===== src/logic/sss_pkg.sv =====
// package: constants and types for the sensorless startup sequencer
package sss_pkg;
   localparam int CMD_W    = 8;   // command width
   localparam int CUR_W    = 12;  // current / reference width
   localparam int GAIN_W   = 4;   // gain is a shift count
   localparam int FREQ_W   = 16;  // frequency accumulator width
   localparam int TIME_W   = 16;  // phase duration count width
   localparam int ANG_W    = 16;  // electrical angle width
   localparam int VOLT_W   = 16;  // pi output width
   // one control update every this many clocks (50 us at 20 MHz)
   localparam int UPDATE_PERIOD_NS = 50000;
   localparam int CLOCK_PERIOD_NS  = 50;
   localparam int UPDATE_CYCLES    = UPDATE_PERIOD_NS / CLOCK_PERIOD_NS;
   localparam int PRE_W            = 10;
   localparam logic [PRE_W-1:0] PRE_LAST = PRE_W'(UPDATE_CYCLES - 1);
   localparam logic [CUR_W-1:0] CUR_RESET  = 12'h000;
   localparam logic [FREQ_W-1:0] FREQ_RESET = 16'h0000;
   localparam logic [TIME_W-1:0] TIME_RESET = 16'h0000;
   localparam logic [ANG_W-1:0] ANG_RESET  = 16'h0000;

   typedef enum logic [2:0] {
      SSS_IDLE  = 3'b000,
      SSS_ALIGN = 3'b001,
      SSS_RAMP  = 3'b010,
      SSS_DRIVE = 3'b011
   } sss_state_t;
endpackage


===== src/logic/sss_pi_if.sv =====
// interface: current pi request and answer between sequencer and pi core
interface sss_pi_if;
   logic                                   step;
   logic                                   clear;
   logic signed [sss_pkg::CUR_W:0]         error;
   logic        [sss_pkg::GAIN_W-1:0]      prop_gain;
   logic        [sss_pkg::GAIN_W-1:0]      integ_gain;
   logic signed [sss_pkg::VOLT_W-1:0]      volt;
   modport seq (output step, output clear, output error, output prop_gain,
                output integ_gain, input volt);
   modport core (input step, input clear, input error, input prop_gain,
                 input integ_gain, output volt);
endinterface


===== src/logic/sss_sequencer.sv =====
// module: startup sequencer, align then open-loop ramp then closed-loop drive
// Contract
// - dc align runs current pi with align gains only in that phase
// - ac align is part of ramp-up, using drive pi gains
// - torque mode: command is a motor current reference
// - default curve maps command linearly from 0 to maximum current
// - startup begins only when command exceeds the on threshold
// - motor stops only when command drops below the off threshold
// - ramp raises frequency open loop to transition, then closes the loop
// - ramp uses the ramp current reference as current set point
// - ramp steps frequency at step rate for ramp duration
// - ramp frequency trajectory ignores the ramp current reference
// - drive phase clamps the current set point to the drive current limit
// - drive uses drive pi gains and observer angle and frequency gains
// - stages run in order: align, ramp-up, drive
// - dc align holds fixed d current for align duration, then ramps
module sss_sequencer (
   input  wire logic                                 clock,
   input  wire logic                                 rstn,
   input  wire logic [sss_pkg::CMD_W-1:0]            command,
   input  wire logic [sss_pkg::CMD_W-1:0]            command_on_threshold,
   input  wire logic [sss_pkg::CMD_W-1:0]            command_off_threshold,
   input  wire logic [sss_pkg::CUR_W-1:0]            max_system_current,
   input  wire logic                                 ac_align_select,
   input  wire logic [sss_pkg::GAIN_W-1:0]           align_current_prop_gain,
   input  wire logic [sss_pkg::GAIN_W-1:0]           align_current_integ_gain,
   input  wire logic [sss_pkg::GAIN_W-1:0]           drive_current_prop_gain,
   input  wire logic [sss_pkg::GAIN_W-1:0]           drive_current_integ_gain,
   input  wire logic [sss_pkg::CUR_W-1:0]            align_current_reference,
   input  wire logic [sss_pkg::TIME_W-1:0]           align_duration,
   input  wire logic [sss_pkg::CUR_W-1:0]            ramp_current_reference,
   input  wire logic [sss_pkg::FREQ_W-1:0]           ramp_rate_step,
   input  wire logic [sss_pkg::TIME_W-1:0]           ramp_duration,
   input  wire logic [sss_pkg::CUR_W-1:0]            drive_current_limit,
   input  wire logic [sss_pkg::GAIN_W-1:0]           observer_angle_gain,
   input  wire logic [sss_pkg::GAIN_W-1:0]           observer_frequency_gain,
   input  wire logic [sss_pkg::CUR_W-1:0]            measured_current,
   input  wire logic signed [sss_pkg::ANG_W-1:0]     observer_angle_error,
   output logic      [2:0]                           phase_state,
   output logic                                      motor_on,
   output logic                                      control_update,
   output logic      [sss_pkg::CUR_W-1:0]            current_set_point,
   output logic      [sss_pkg::FREQ_W-1:0]           rotor_frequency,
   output logic      [sss_pkg::ANG_W-1:0]            rotor_angle,
   output logic signed [sss_pkg::VOLT_W-1:0]         drive_voltage,
   output logic                                      closed_loop
);
   sss_pkg::sss_state_t               state;
   sss_pkg::sss_state_t               next_state;
   logic [sss_pkg::PRE_W-1:0]         pre;
   logic [sss_pkg::PRE_W-1:0]         next_pre;
   logic [sss_pkg::TIME_W-1:0]        timer;
   logic [sss_pkg::TIME_W-1:0]        next_timer;
   logic [sss_pkg::FREQ_W-1:0]        next_freq;
   logic [sss_pkg::ANG_W-1:0]         next_angle;
   logic [sss_pkg::CUR_W-1:0]         next_set_point;
   logic                              next_motor_on;
   logic [sss_pkg::CUR_W-1:0]         cmd_current;
   logic [sss_pkg::CUR_W-1:0]         drive_ref;
   logic [sss_pkg::CMD_W-1:0]         cmd_s1;
   logic [sss_pkg::CMD_W-1:0]         cmd_s2;
   logic [sss_pkg::CMD_W-1:0]         cmd_s3;
   logic [sss_pkg::CMD_W-1:0]         cmd_ok;
   logic [sss_pkg::CMD_W-1:0]         next_cmd_ok;
   logic [sss_pkg::CUR_W+sss_pkg::CMD_W-1:0] cmd_product;
   logic                              tick;
   logic signed [sss_pkg::ANG_W-1:0]  ang_corr;
   logic signed [sss_pkg::ANG_W-1:0]  frq_corr;

   sss_pi_if pi_bus ();

   sss_pi u_pi (
      .clock (clock),
      .rstn  (rstn),
      .pi    (pi_bus.core)
   );

   // command pin: three-stage capture, accept once stages two and three agree
   always_comb begin
      next_cmd_ok = (cmd_s2 == cmd_s3) ? cmd_s3 : cmd_ok;
   end

   always_ff @(posedge clock or negedge rstn) begin
      if (!rstn) begin
         cmd_s1 <= '0;
         cmd_s2 <= '0;
         cmd_s3 <= '0;
         cmd_ok <= '0;
      end else begin
         cmd_s1 <= command;
         cmd_s2 <= cmd_s1;
         cmd_s3 <= cmd_s2;
         cmd_ok <= next_cmd_ok;
      end
   end

   // torque mode: command scaled linearly 0 .. max current
   always_comb begin
      cmd_product = max_system_current * cmd_ok;
      cmd_current = cmd_product[sss_pkg::CUR_W+sss_pkg::CMD_W-1:sss_pkg::CMD_W];
      drive_ref   = (cmd_current > drive_current_limit) ? drive_current_limit
                                                        : cmd_current;
   end

   // update strobe prescaler
   always_comb begin
      tick     = (pre == sss_pkg::PRE_LAST);
      next_pre = tick ? '0 : pre + 1'b1;
   end

   // threshold hysteresis, evaluated once per update
   always_comb begin
      next_motor_on = motor_on;
      if (tick) begin
         // between the thresholds nothing changes
         if (!motor_on && cmd_ok > command_on_threshold) begin
            next_motor_on = 1'b1;
         end else if (motor_on && cmd_ok < command_off_threshold) begin
            next_motor_on = 1'b0;
         end
      end
   end

   // observer corrections, one shift per gain
   always_comb begin
      ang_corr = observer_angle_error >>> observer_angle_gain;
      frq_corr = observer_angle_error >>> observer_frequency_gain;
   end

   // sequencer next state, timers, frequency and angle
   always_comb begin
      next_state     = state;
      next_timer     = timer;
      next_freq      = rotor_frequency;
      next_angle     = rotor_angle;
      next_set_point = current_set_point;
      if (tick) begin
         next_angle = rotor_angle + rotor_frequency;
         case (state)
            sss_pkg::SSS_IDLE: begin
               next_freq      = sss_pkg::FREQ_RESET;
               next_set_point = sss_pkg::CUR_RESET;
               next_timer     = sss_pkg::TIME_RESET;
               next_angle     = sss_pkg::ANG_RESET;
               if (next_motor_on) begin
                  // ac align is folded into the ramp stage
                  next_state = ac_align_select ? sss_pkg::SSS_RAMP
                                               : sss_pkg::SSS_ALIGN;
               end
            end
            sss_pkg::SSS_ALIGN: begin
               next_set_point = align_current_reference;
               next_angle     = sss_pkg::ANG_RESET;
               next_timer     = timer + 1'b1;
               if (timer >= align_duration) begin
                  next_state = sss_pkg::SSS_RAMP;
                  next_timer = sss_pkg::TIME_RESET;
               end
            end
            sss_pkg::SSS_RAMP: begin
               next_set_point = ramp_current_reference;
               // frequency depends only on step and duration
               next_freq  = rotor_frequency + ramp_rate_step;
               next_timer = timer + 1'b1;
               if (timer >= ramp_duration) begin
                  next_state = sss_pkg::SSS_DRIVE;
                  next_freq  = rotor_frequency;
               end
            end
            sss_pkg::SSS_DRIVE: begin
               next_set_point = drive_ref;
               // observer corrects angle and frequency separately
               next_angle = rotor_angle + rotor_frequency
                            + sss_pkg::ANG_W'(ang_corr);
               next_freq  = rotor_frequency + sss_pkg::FREQ_W'(frq_corr);
            end
            default: next_state = sss_pkg::SSS_IDLE;
         endcase
         if (!next_motor_on) begin
            next_state = sss_pkg::SSS_IDLE;
         end
      end
   end

   // current pi request: gain set chosen by phase
   always_comb begin
      pi_bus.step  = tick && (state != sss_pkg::SSS_IDLE);
      pi_bus.clear = (state == sss_pkg::SSS_IDLE);
      pi_bus.error = $signed({1'b0, current_set_point})
                     - $signed({1'b0, measured_current});
      if (state == sss_pkg::SSS_ALIGN) begin
         pi_bus.prop_gain  = align_current_prop_gain;
         pi_bus.integ_gain = align_current_integ_gain;
      end else begin
         pi_bus.prop_gain  = drive_current_prop_gain;
         pi_bus.integ_gain = drive_current_integ_gain;
      end
   end

   // register update strobe; the pulse rises on the same edge that registers the update
   always_ff @(posedge clock or negedge rstn) begin
      if (!rstn) begin
         pre            <= '0;
         control_update <= 1'b0;
      end else begin
         pre            <= next_pre;
         control_update <= tick;
      end
   end

   // register on/off state
   always_ff @(posedge clock or negedge rstn) begin
      if (!rstn) begin
         motor_on <= 1'b0;
      end else begin
         motor_on <= next_motor_on;
      end
   end

   // register phase, timer, frequency, angle and set point
   always_ff @(posedge clock or negedge rstn) begin
      if (!rstn) begin
         state             <= sss_pkg::SSS_IDLE;
         timer             <= sss_pkg::TIME_RESET;
         rotor_frequency   <= sss_pkg::FREQ_RESET;
         rotor_angle       <= sss_pkg::ANG_RESET;
         current_set_point <= sss_pkg::CUR_RESET;
      end else begin
         state             <= next_state;
         timer             <= next_timer;
         rotor_frequency   <= next_freq;
         rotor_angle       <= next_angle;
         current_set_point <= next_set_point;
      end
   end

   assign phase_state   = state;
   assign closed_loop   = (state == sss_pkg::SSS_DRIVE);
   assign drive_voltage = pi_bus.volt;
endmodule


===== src/logic/sss_pi.sv =====
// module: shift-gain current pi controller with saturating integrator
module sss_pi (
   input wire logic clock,
   input wire logic rstn,
   sss_pi_if.core   pi
);
   localparam int ACC_W = sss_pkg::VOLT_W + 2;
   logic signed [ACC_W-1:0]            integ;
   logic signed [ACC_W-1:0]            next_integ;
   logic signed [ACC_W-1:0]            sum;
   logic signed [sss_pkg::VOLT_W-1:0]  next_volt;
   localparam logic signed [ACC_W-1:0] LIM_HI = ACC_W'(32767);
   localparam logic signed [ACC_W-1:0] LIM_LO = -ACC_W'(32768);

   // integrate on each update, clamp, form output
   always_comb begin
      next_integ = integ;
      next_volt  = pi.volt;
      sum        = '0;
      if (pi.clear) begin
         next_integ = '0;
         next_volt  = '0;
      end else if (pi.step) begin
         next_integ = integ + ((ACC_W'(pi.error) <<< pi.integ_gain) >>> 4);
         if (next_integ > LIM_HI) next_integ = LIM_HI;
         if (next_integ < LIM_LO) next_integ = LIM_LO;
         sum = next_integ + ((ACC_W'(pi.error) <<< pi.prop_gain) >>> 2);
         if (sum > LIM_HI) sum = LIM_HI;
         if (sum < LIM_LO) sum = LIM_LO;
         next_volt = sum[sss_pkg::VOLT_W-1:0];
      end
   end

   // register pi state
   always_ff @(posedge clock or negedge rstn) begin
      if (!rstn) begin
         integ   <= '0;
         pi.volt <= '0;
      end else begin
         integ   <= next_integ;
         pi.volt <= next_volt;
      end
   end
endmodule


===== config.mk =====
export PLATFORM = sky130hd
export DESIGN_NAME = sss_sequencer
export DESIGN_NICKNAME = d
export VERILOG_FILES = /design/src/logic/sss_pkg.sv /design/src/logic/sss_pi_if.sv /design/src/logic/sss_sequencer.sv /design/src/logic/sss_pi.sv
export SDC_FILE = /design/constraint.sdc
export NUM_CORES = 1
export LEC_CHECK = 0
export BUFFER_PORTS_ARGS = -buffer_cell sky130_fd_sc_hd__buf_2
export CAP_MARGIN = 10
export CORE_AREA = 4 4 190 192
export DETAILED_ROUTE_END_ITERATION = 10
export DIE_AREA = 0 0 194 196
export PLACE_DENSITY = 0.71
export SYNTH_ARGS = -nofsm -noshare
export SYNTH_HDL_FRONTEND = slang
export SYNTH_SLANG_ARGS = --single-unit

===== constraint.sdc =====
create_clock -name clock -period 8.72 [get_ports clock]
set_clock_uncertainty 0.1 [all_clocks]
set_input_delay 2.616 -clock clock [delete_from_list [all_inputs] [get_ports clock]]
set_output_delay 2.616 -clock clock [all_outputs]
set_load 0.005 [all_outputs]

Word level (Yosys, flattened, before mapping):

Index checks and enable logic that the tools add are counted.

* bits in registers: 141
* logic and storage cells: 93

* add/sub/neg operators: 9
* multipliers: 1
* magnitude comparators: 9
* equal/unequal tests: 9
* shift operators: 4
* muxes and demuxes: 32
* reductions and logical operators: 15

Operators by type and width (count)
* two-way mux 18 bit: 11
* one-hot mux 16 bit (3 select lines): 2
* two-way mux 16 bit: 5
* adder 16 bit: 4
* one-hot mux 12 bit (4 select lines): 1
* > comparator 18 x 16 -> 1 bit, second input constant: 2
* less-than comparator 18 x 16 -> 1 bit, second input constant: 2
* <<< shifter 13 x 4 -> 18 bit: 2
* >= comparator 16 bit: 2
* one-hot mux 16 bit (2 select lines): 1
* >>> shifter 16 x 4 -> 16 bit: 2
* multiplier 12 x 8 -> 20 bit: 1
* adder 18 x 14 -> 18 bit: 1
* adder 18 x 16 -> 18 bit: 1
* adder 16 x 1 -> 16 bit, second input constant: 1
* subtractor 12 x 12 -> 13 bit: 1
* > comparator 12 bit: 1
* two-way mux 12 bit: 1
* one-hot mux 3 bit (4 select lines): 1
* adder 10 x 1 -> 10 bit, second input constant: 1
* == test 10 bit, second input constant: 1
* two-way mux 10 bit: 1
* two-way mux 3 bit: 3
* nonzero test 3 bit: 3
* 19 further kinds: 28

Depth between registers and ports, before layout:

* word-level depth: 21
* gate-level depth with buffers: 41
* depth with buffers taken out: 39

By module:

A second synthesis with hierarchy kept.

* cells, all modules: 2055
* area, all modules: 17216.5 um^2

Modules (own cells, without submodules)
* sss_sequencer: instances 1, cells each 1498, area each 12812.3 um^2
* sss_pi: instances 1, cells each 557, area each 4404.2 um^2

Worst setup path after synthesis:

Ideal clock, no wire load.

* kind: input port to flip-flop
* start point: input port measured_current[0] in the netlist's numbering
* end point: register u_pi.pi.volt[4]
* setup time: 122 ps
* arrival: 10075 ps
* required time: 8498 ps
* path slack: -1576 ps
* stages on the path: 37
* path buffers: 1
* path through: ha_1 fa_1 nand2b_1 a21oi_1 xor2_1 mux2i_1 a21oi_1 a22oi_1 nor2_1 ha_1 fa_1 a21o_1 a21oi_1 o21ai_1 a31o_2 a21o_1 a2111o_1 a41oi_1 and2b_1 xor2_1 a311oi_2 nor2_1 or2_2 fa_1 nor2b_1 o21ai_0 nand2b_1 a31oi_1 a21oi_1 a41o_1 nor4_1 o41ai_1 xor2_1 o21ai_2 buf_6 nand2_1 a32o_1

* longest elaborated chain between the ends: 20
* elaborated cells on any way between the ends: 21

RTL lines
* start: declaration: line sss_sequencer.sv:37 `input wire logic [sss_pkg::CUR_W-1:0] measured_current,`
* subtractor 12 x 12 -> 13 bit *: line sss_sequencer.sv:190 `- $signed({1'b0, measured_current});`
* <<< shifter 13 x 4 -> 18 bit: line sss_pi.sv:24 `next_integ = integ + ((ACC_W'(pi.error) <<< pi.integ_gain) >>> 4);`
* adder 18 x 14 -> 18 bit: line sss_pi.sv:24
* > comparator 18 x 16 -> 1 bit: line sss_pi.sv:25 `if (next_integ > LIM_HI) next_integ = LIM_HI;`
* two-way mux 18 bit: line sss_pi.sv:25
* two-way mux 18 bit: line sss_pi.sv:23 `end else if (pi.step) begin`
* two-way mux 18 bit: line sss_pi.sv:20 `if (pi.clear) begin`
* less-than comparator 18 x 16 -> 1 bit: line sss_pi.sv:26 `if (next_integ < LIM_LO) next_integ = LIM_LO;`
* [... 4 more ...]
* > comparator 18 x 16 -> 1 bit: line sss_pi.sv:28 `if (sum > LIM_HI) sum = LIM_HI;`
* two-way mux 18 bit *: line sss_pi.sv:28
* two-way mux 18 bit *: line sss_pi.sv:23
* two-way mux 18 bit *: line sss_pi.sv:20
* less-than comparator 18 x 16 -> 1 bit: line sss_pi.sv:29 `if (sum < LIM_LO) sum = LIM_LO;`
* two-way mux 16 bit *: line sss_pi.sv:29
* two-way mux 16 bit *: line sss_pi.sv:23
* two-way mux 16 bit *: line sss_pi.sv:20
* end signal: assignment: line sss_pi.sv:41 `pi.volt <= next_volt;`
* end: declaration: line sss_pi_if.sv:12 `input integ_gain, output volt);`

Mark *: on every way between the ends. The rest lies on a longest branch, timed or not. The select of a mux whose other input is x is not followed.
A chain may end at the register's enable or synchronous reset.

Final worst setup path:

* start point: input port measured_current[1] in the netlist's numbering
* end point: register u_pi.pi.volt[8]

Same word-level chain as after synthesis.

==> results.json <==
{
  "gr-total-overflow": 0,
  "dp.final_hpwl_mm": 42.9,
  "design.core.area_sq_um": 34400,
  "initial_core_util": 0.497,
  "async_flop_share": 1.00,
  "syn_nets": 2505,
  "netlist_instances": 2070,
  "synth.cell_area_sq_um": 17100,
  "start_kind": "primary input",
  "tightest_slew_ns": 1.12,
  "drt-pass1-iter-count": 7,
  "r2r_slack_ns": 0.41,
  "fin_crit_ns": 9.86,
  "portBuffers": 239,
  "crit_path_max_fanout": 10,
  "vias_per_cell": 5.68,
  "hold_depth": 0,
  "regArea_sq_um": 3500,
  "grt_setup_unrepaired": "yes",
  "status": "finished, violations left",
  "max_slew_margin": 0.229,
  "cp.required_ns": 8.97,
  "fp-row-count": 68,
  "synth_cell_type_count": 93,
  "r2r_start": "phase_state[1]",
  "p_per_area_nw_per_um2": 128,
  "hold_path.class": "reg -> reg",
  "ys_warn_count": 0,
  "hold_violations": 0,
  "arrival_ns": 10.11,
  "wire_per_inst_um": 18.3,
  "max_cap_violations": 0,
  "grt_pass1_vias": 17400,
  "vias": 17100,
  "worst_slack_ns": -1.14,
  "fillerInstances": 2906,
  "synthesis.area_per_instance_sq_um": 8.25,
  "die_y_um": 196,
  "min_period_over_period": 1.13,
  "cp_slowest_cell": "or4_4",
  "power.leakage_nw": 11.3,
  "cts_num_sinks": 140,
  "report.final.slew_viol_count": 0,
  "min_to": "cmd_s2[2]",
  "boundaryPins": 241,
  "path_clk_slew_ns": 0.07,
  "clock-root-buffer": "clkbuf_16",
  "min_from": "cmd_s1[2]",
  "regToRegEndpoint": "u_pi.pi.volt[8]",
  "finalWirelength_mm": 55.1,
  "die_area_sq_um": 38000,
  "layout-drive-gt1-share": 0.313,
  "grt_pass1_wl_mm": 88.1,
  "path_class": "in -> reg",
  "drtIter0Drc": 1066,
  "worstSkewPairLatency_ns": 0.44,
  "drc_errors": 0,
  "failed_checks": "negative setup slack",
  "place.gp.congestion": 0.950,
  "final_antenna_net_count": 0,
  "dieWidth_um": 194,
  "hold_buffers": 0,
  "end_kind": "register",
  "synth-seq-area-share": 0.205,
  "timing.fmax_ghz": 0.101,
  "cts_tree": "built",
  "place_ws_ns": -1.63,
  "grt_start_max_net_pins": 89,
  "htreeDepth": 4,
  "clk_path_buf_depth": 2,
  "numCtsBuffers": 17,
  "synth_edf_count": 0,
  "antenna_found_initial": 7,
  "ys_ff_latch": 140,
  "area_delta_synth_final_pct": 30.4,
  "synthFlopType": "dfrtp_1",
  "multi_input_area_sq_um": 13400,
  "fin_nets": 2975,
  "timing.setup.tns_ns": -17.26,
  "crit_top_cell": "o21ai_2",
  "slowest_delay_ns": 0.53,
  "r2r_cells": 37,
  "track_usage": 0.280,
  "peakVddDrop_mv": 0.124,
  "setup_viol": 16
}
[placed cells by master (no fill, tap or decap), drive strengths merged, types with 13 or more instances in the layout]
| cell type | n |
|---|---|
| nand2 | 217 |
| fa | 65 |
| nand3 | 39 |
| o211ai | 19 |
| nor2b | 29 |
| buf | 538 |
| xnor2 | 63 |
| nor2 | 192 |
| a21o | 51 |
| o31ai | 21 |
| clkbuf | 19 |
| o21bai | 14 |
| o21ai | 120 |
| ha | 195 |
| nand4 | 16 |
| xor2 | 50 |
| mux2i | 43 |
| a221oi | 17 |
| a21oi | 150 |
| mux2 | 46 |
| nor3 | 32 |
| and3 | 23 |
| and2 | 51 |
| nand2b | 18 |
| a211oi | 17 |
| inv | 188 |
| o21a | 13 |
| dfrtp | 140 |
[cells in the mapped netlist (7+ instances only)]
library cell  instances  share of area
a221oi_1             17         0.0087
and2_1               51          0.019
o22ai_1               9         0.0033
buf_2                 9         0.0026
xnor2_1              62          0.032
dfrtp_1             140           0.21
nand3_1              39          0.011
nand2_1             216          0.047
a222oi_1             10         0.0059
or2_2                 8         0.0029
and3_1               23         0.0084
nor3_1               32         0.0094
mux2_2               45          0.030
nor2b_1              29          0.011
nand2b_1             18         0.0066
a22oi_1               8         0.0035
a211o_1               7         0.0036
buf_1                 7         0.0015
fa_1                 65          0.076
mux2i_1              43          0.025
o21bai_1             14         0.0062
nand4_1              16         0.0059
a21oi_1             149          0.044
a31oi_1               9         0.0033
inv_1               179          0.039
o21ai_1              15         0.0044
o21a_1               13         0.0057
ha_1                195           0.14
o211ai_1             17         0.0075
a32o_1                7         0.0041
nor2_1              191          0.042
a211oi_1             17         0.0075
o31ai_1              20         0.0088
mux4_2               11          0.015
clkbuf_1             72          0.016
or3_1                11         0.0040
o21ai_0             103          0.030
xor2_1               49          0.025
a21o_1               50          0.022
[metal layers]
layer | GRT usage | vias to the layer above | share of wire
li1 | - | 8251 | -
met1 | 0.356 | 8202 | 0.42
met2 | 0.486 | 511 | 0.49
met3 | 0.0340 | 127 | 0.046
met4 | 0.116 | 6 | 0.040
met5 | 0 | - | 0.00064
[sequential cells by signal, summed over array words and instances, names as in the netlist]
register / flops
cmd_ok: 8
cmd_s1: 8
cmd_s2: 8
cmd_s3: 8
control_update: 1
current_set_point: 12
motor_on: 1
phase_state: 2
pre: 10
rotor_angle: 16
rotor_frequency: 16
timer: 16
u_pi.integ: 18
u_pi.pi.volt: 16
[critical path, delay by kind of cell]
family | cells | cell delay [ns]
AO/OA/AOI/OAI | 20 | 3.91
XOR/XNOR | 2 | 0.33
AND/OR/NAND/NOR | 12 | 1.80
adder cells (fa/ha/maj) | 3 | 0.83
buffers and inverters | 5 | 0.62
[per-stage QoR]
step | hold WS [ns] | power, mW | area, sq um | util | instances
2_1_floorplan | 0.231 | 1.46 | 17300 | - | 2070
6_report | 0.249 | 2.85 | 22300 | 0.648 | 3011
3_3_place_gp | 0.232 | 1.91 | 20500 | 0.596 | 2908
5_1_grt | 0.252 | 3.04 | 22300 | 0.648 | 3011
3_5_place_dp | 0.236 | 1.95 | 20500 | 0.596 | 2908
4_1_cts | 0.253 | 2.76 | 21700 | 0.631 | 2986
[how the worst max path moves through the flow]
stage | start | endpoint | slack (ns) | depth (start not counted)
after global placement | measured_current[0] | u_pi.pi.volt[1] | -1.40 | 39
after floorplan | measured_current[1] | u_pi.pi.volt[4] | -0.97 | 40
after CTS | measured_current[1] | u_pi.pi.volt[8] | -0.84 | 40
after detailed placement | measured_current[0] | u_pi.pi.volt[8] | -1.63 | 39
after global routing | measured_current[3] | u_pi.pi.volt[5] | -1.46 | 41
final | measured_current[1] | u_pi.pi.volt[8] | -1.14 | 42
[kinds of logic after synthesis]
logic type / after synthesis / synth area share
and+or+nand+nor: 651 / 0.175
AOI/OAI and AO/OA: 533 / 0.209
buffers and inverters: 271 / 0.0609
adders and majority gates: 261 / 0.220
DFF: 140 / 0.205
xor gates and xnor gates: 113 / 0.0595
muxes: 100 / 0.0703
other: 1 / 0.000220
[repair_timing]
item	in CTS	in global routing
gates resized for setup	62	80
pin swaps	57	95
buffers inserted	44	23
gates cloned	2	0
endpoints found under the setup margin	27	27
[where the power goes]
part	leakage, nW	switching, mW	internal (mW)
logic	9.28	0.740	0.690
registers	1.75	0.0287	0.660
clock network	0.292	0.351	0.385
total	11.3	1.12	1.73
[layout make-up]
cell class              instances  share of cell area
multi-input cells            1660               0.600
repair buffers                540               0.159
flip-flops and latches        140               0.157
inverters                     181              0.0312
well taps                     455              0.0256
clock buffers                  17              0.0191
clock inverters                15             0.00764
diodes                          3            0.000337
(Power assumes the default switching activity.)
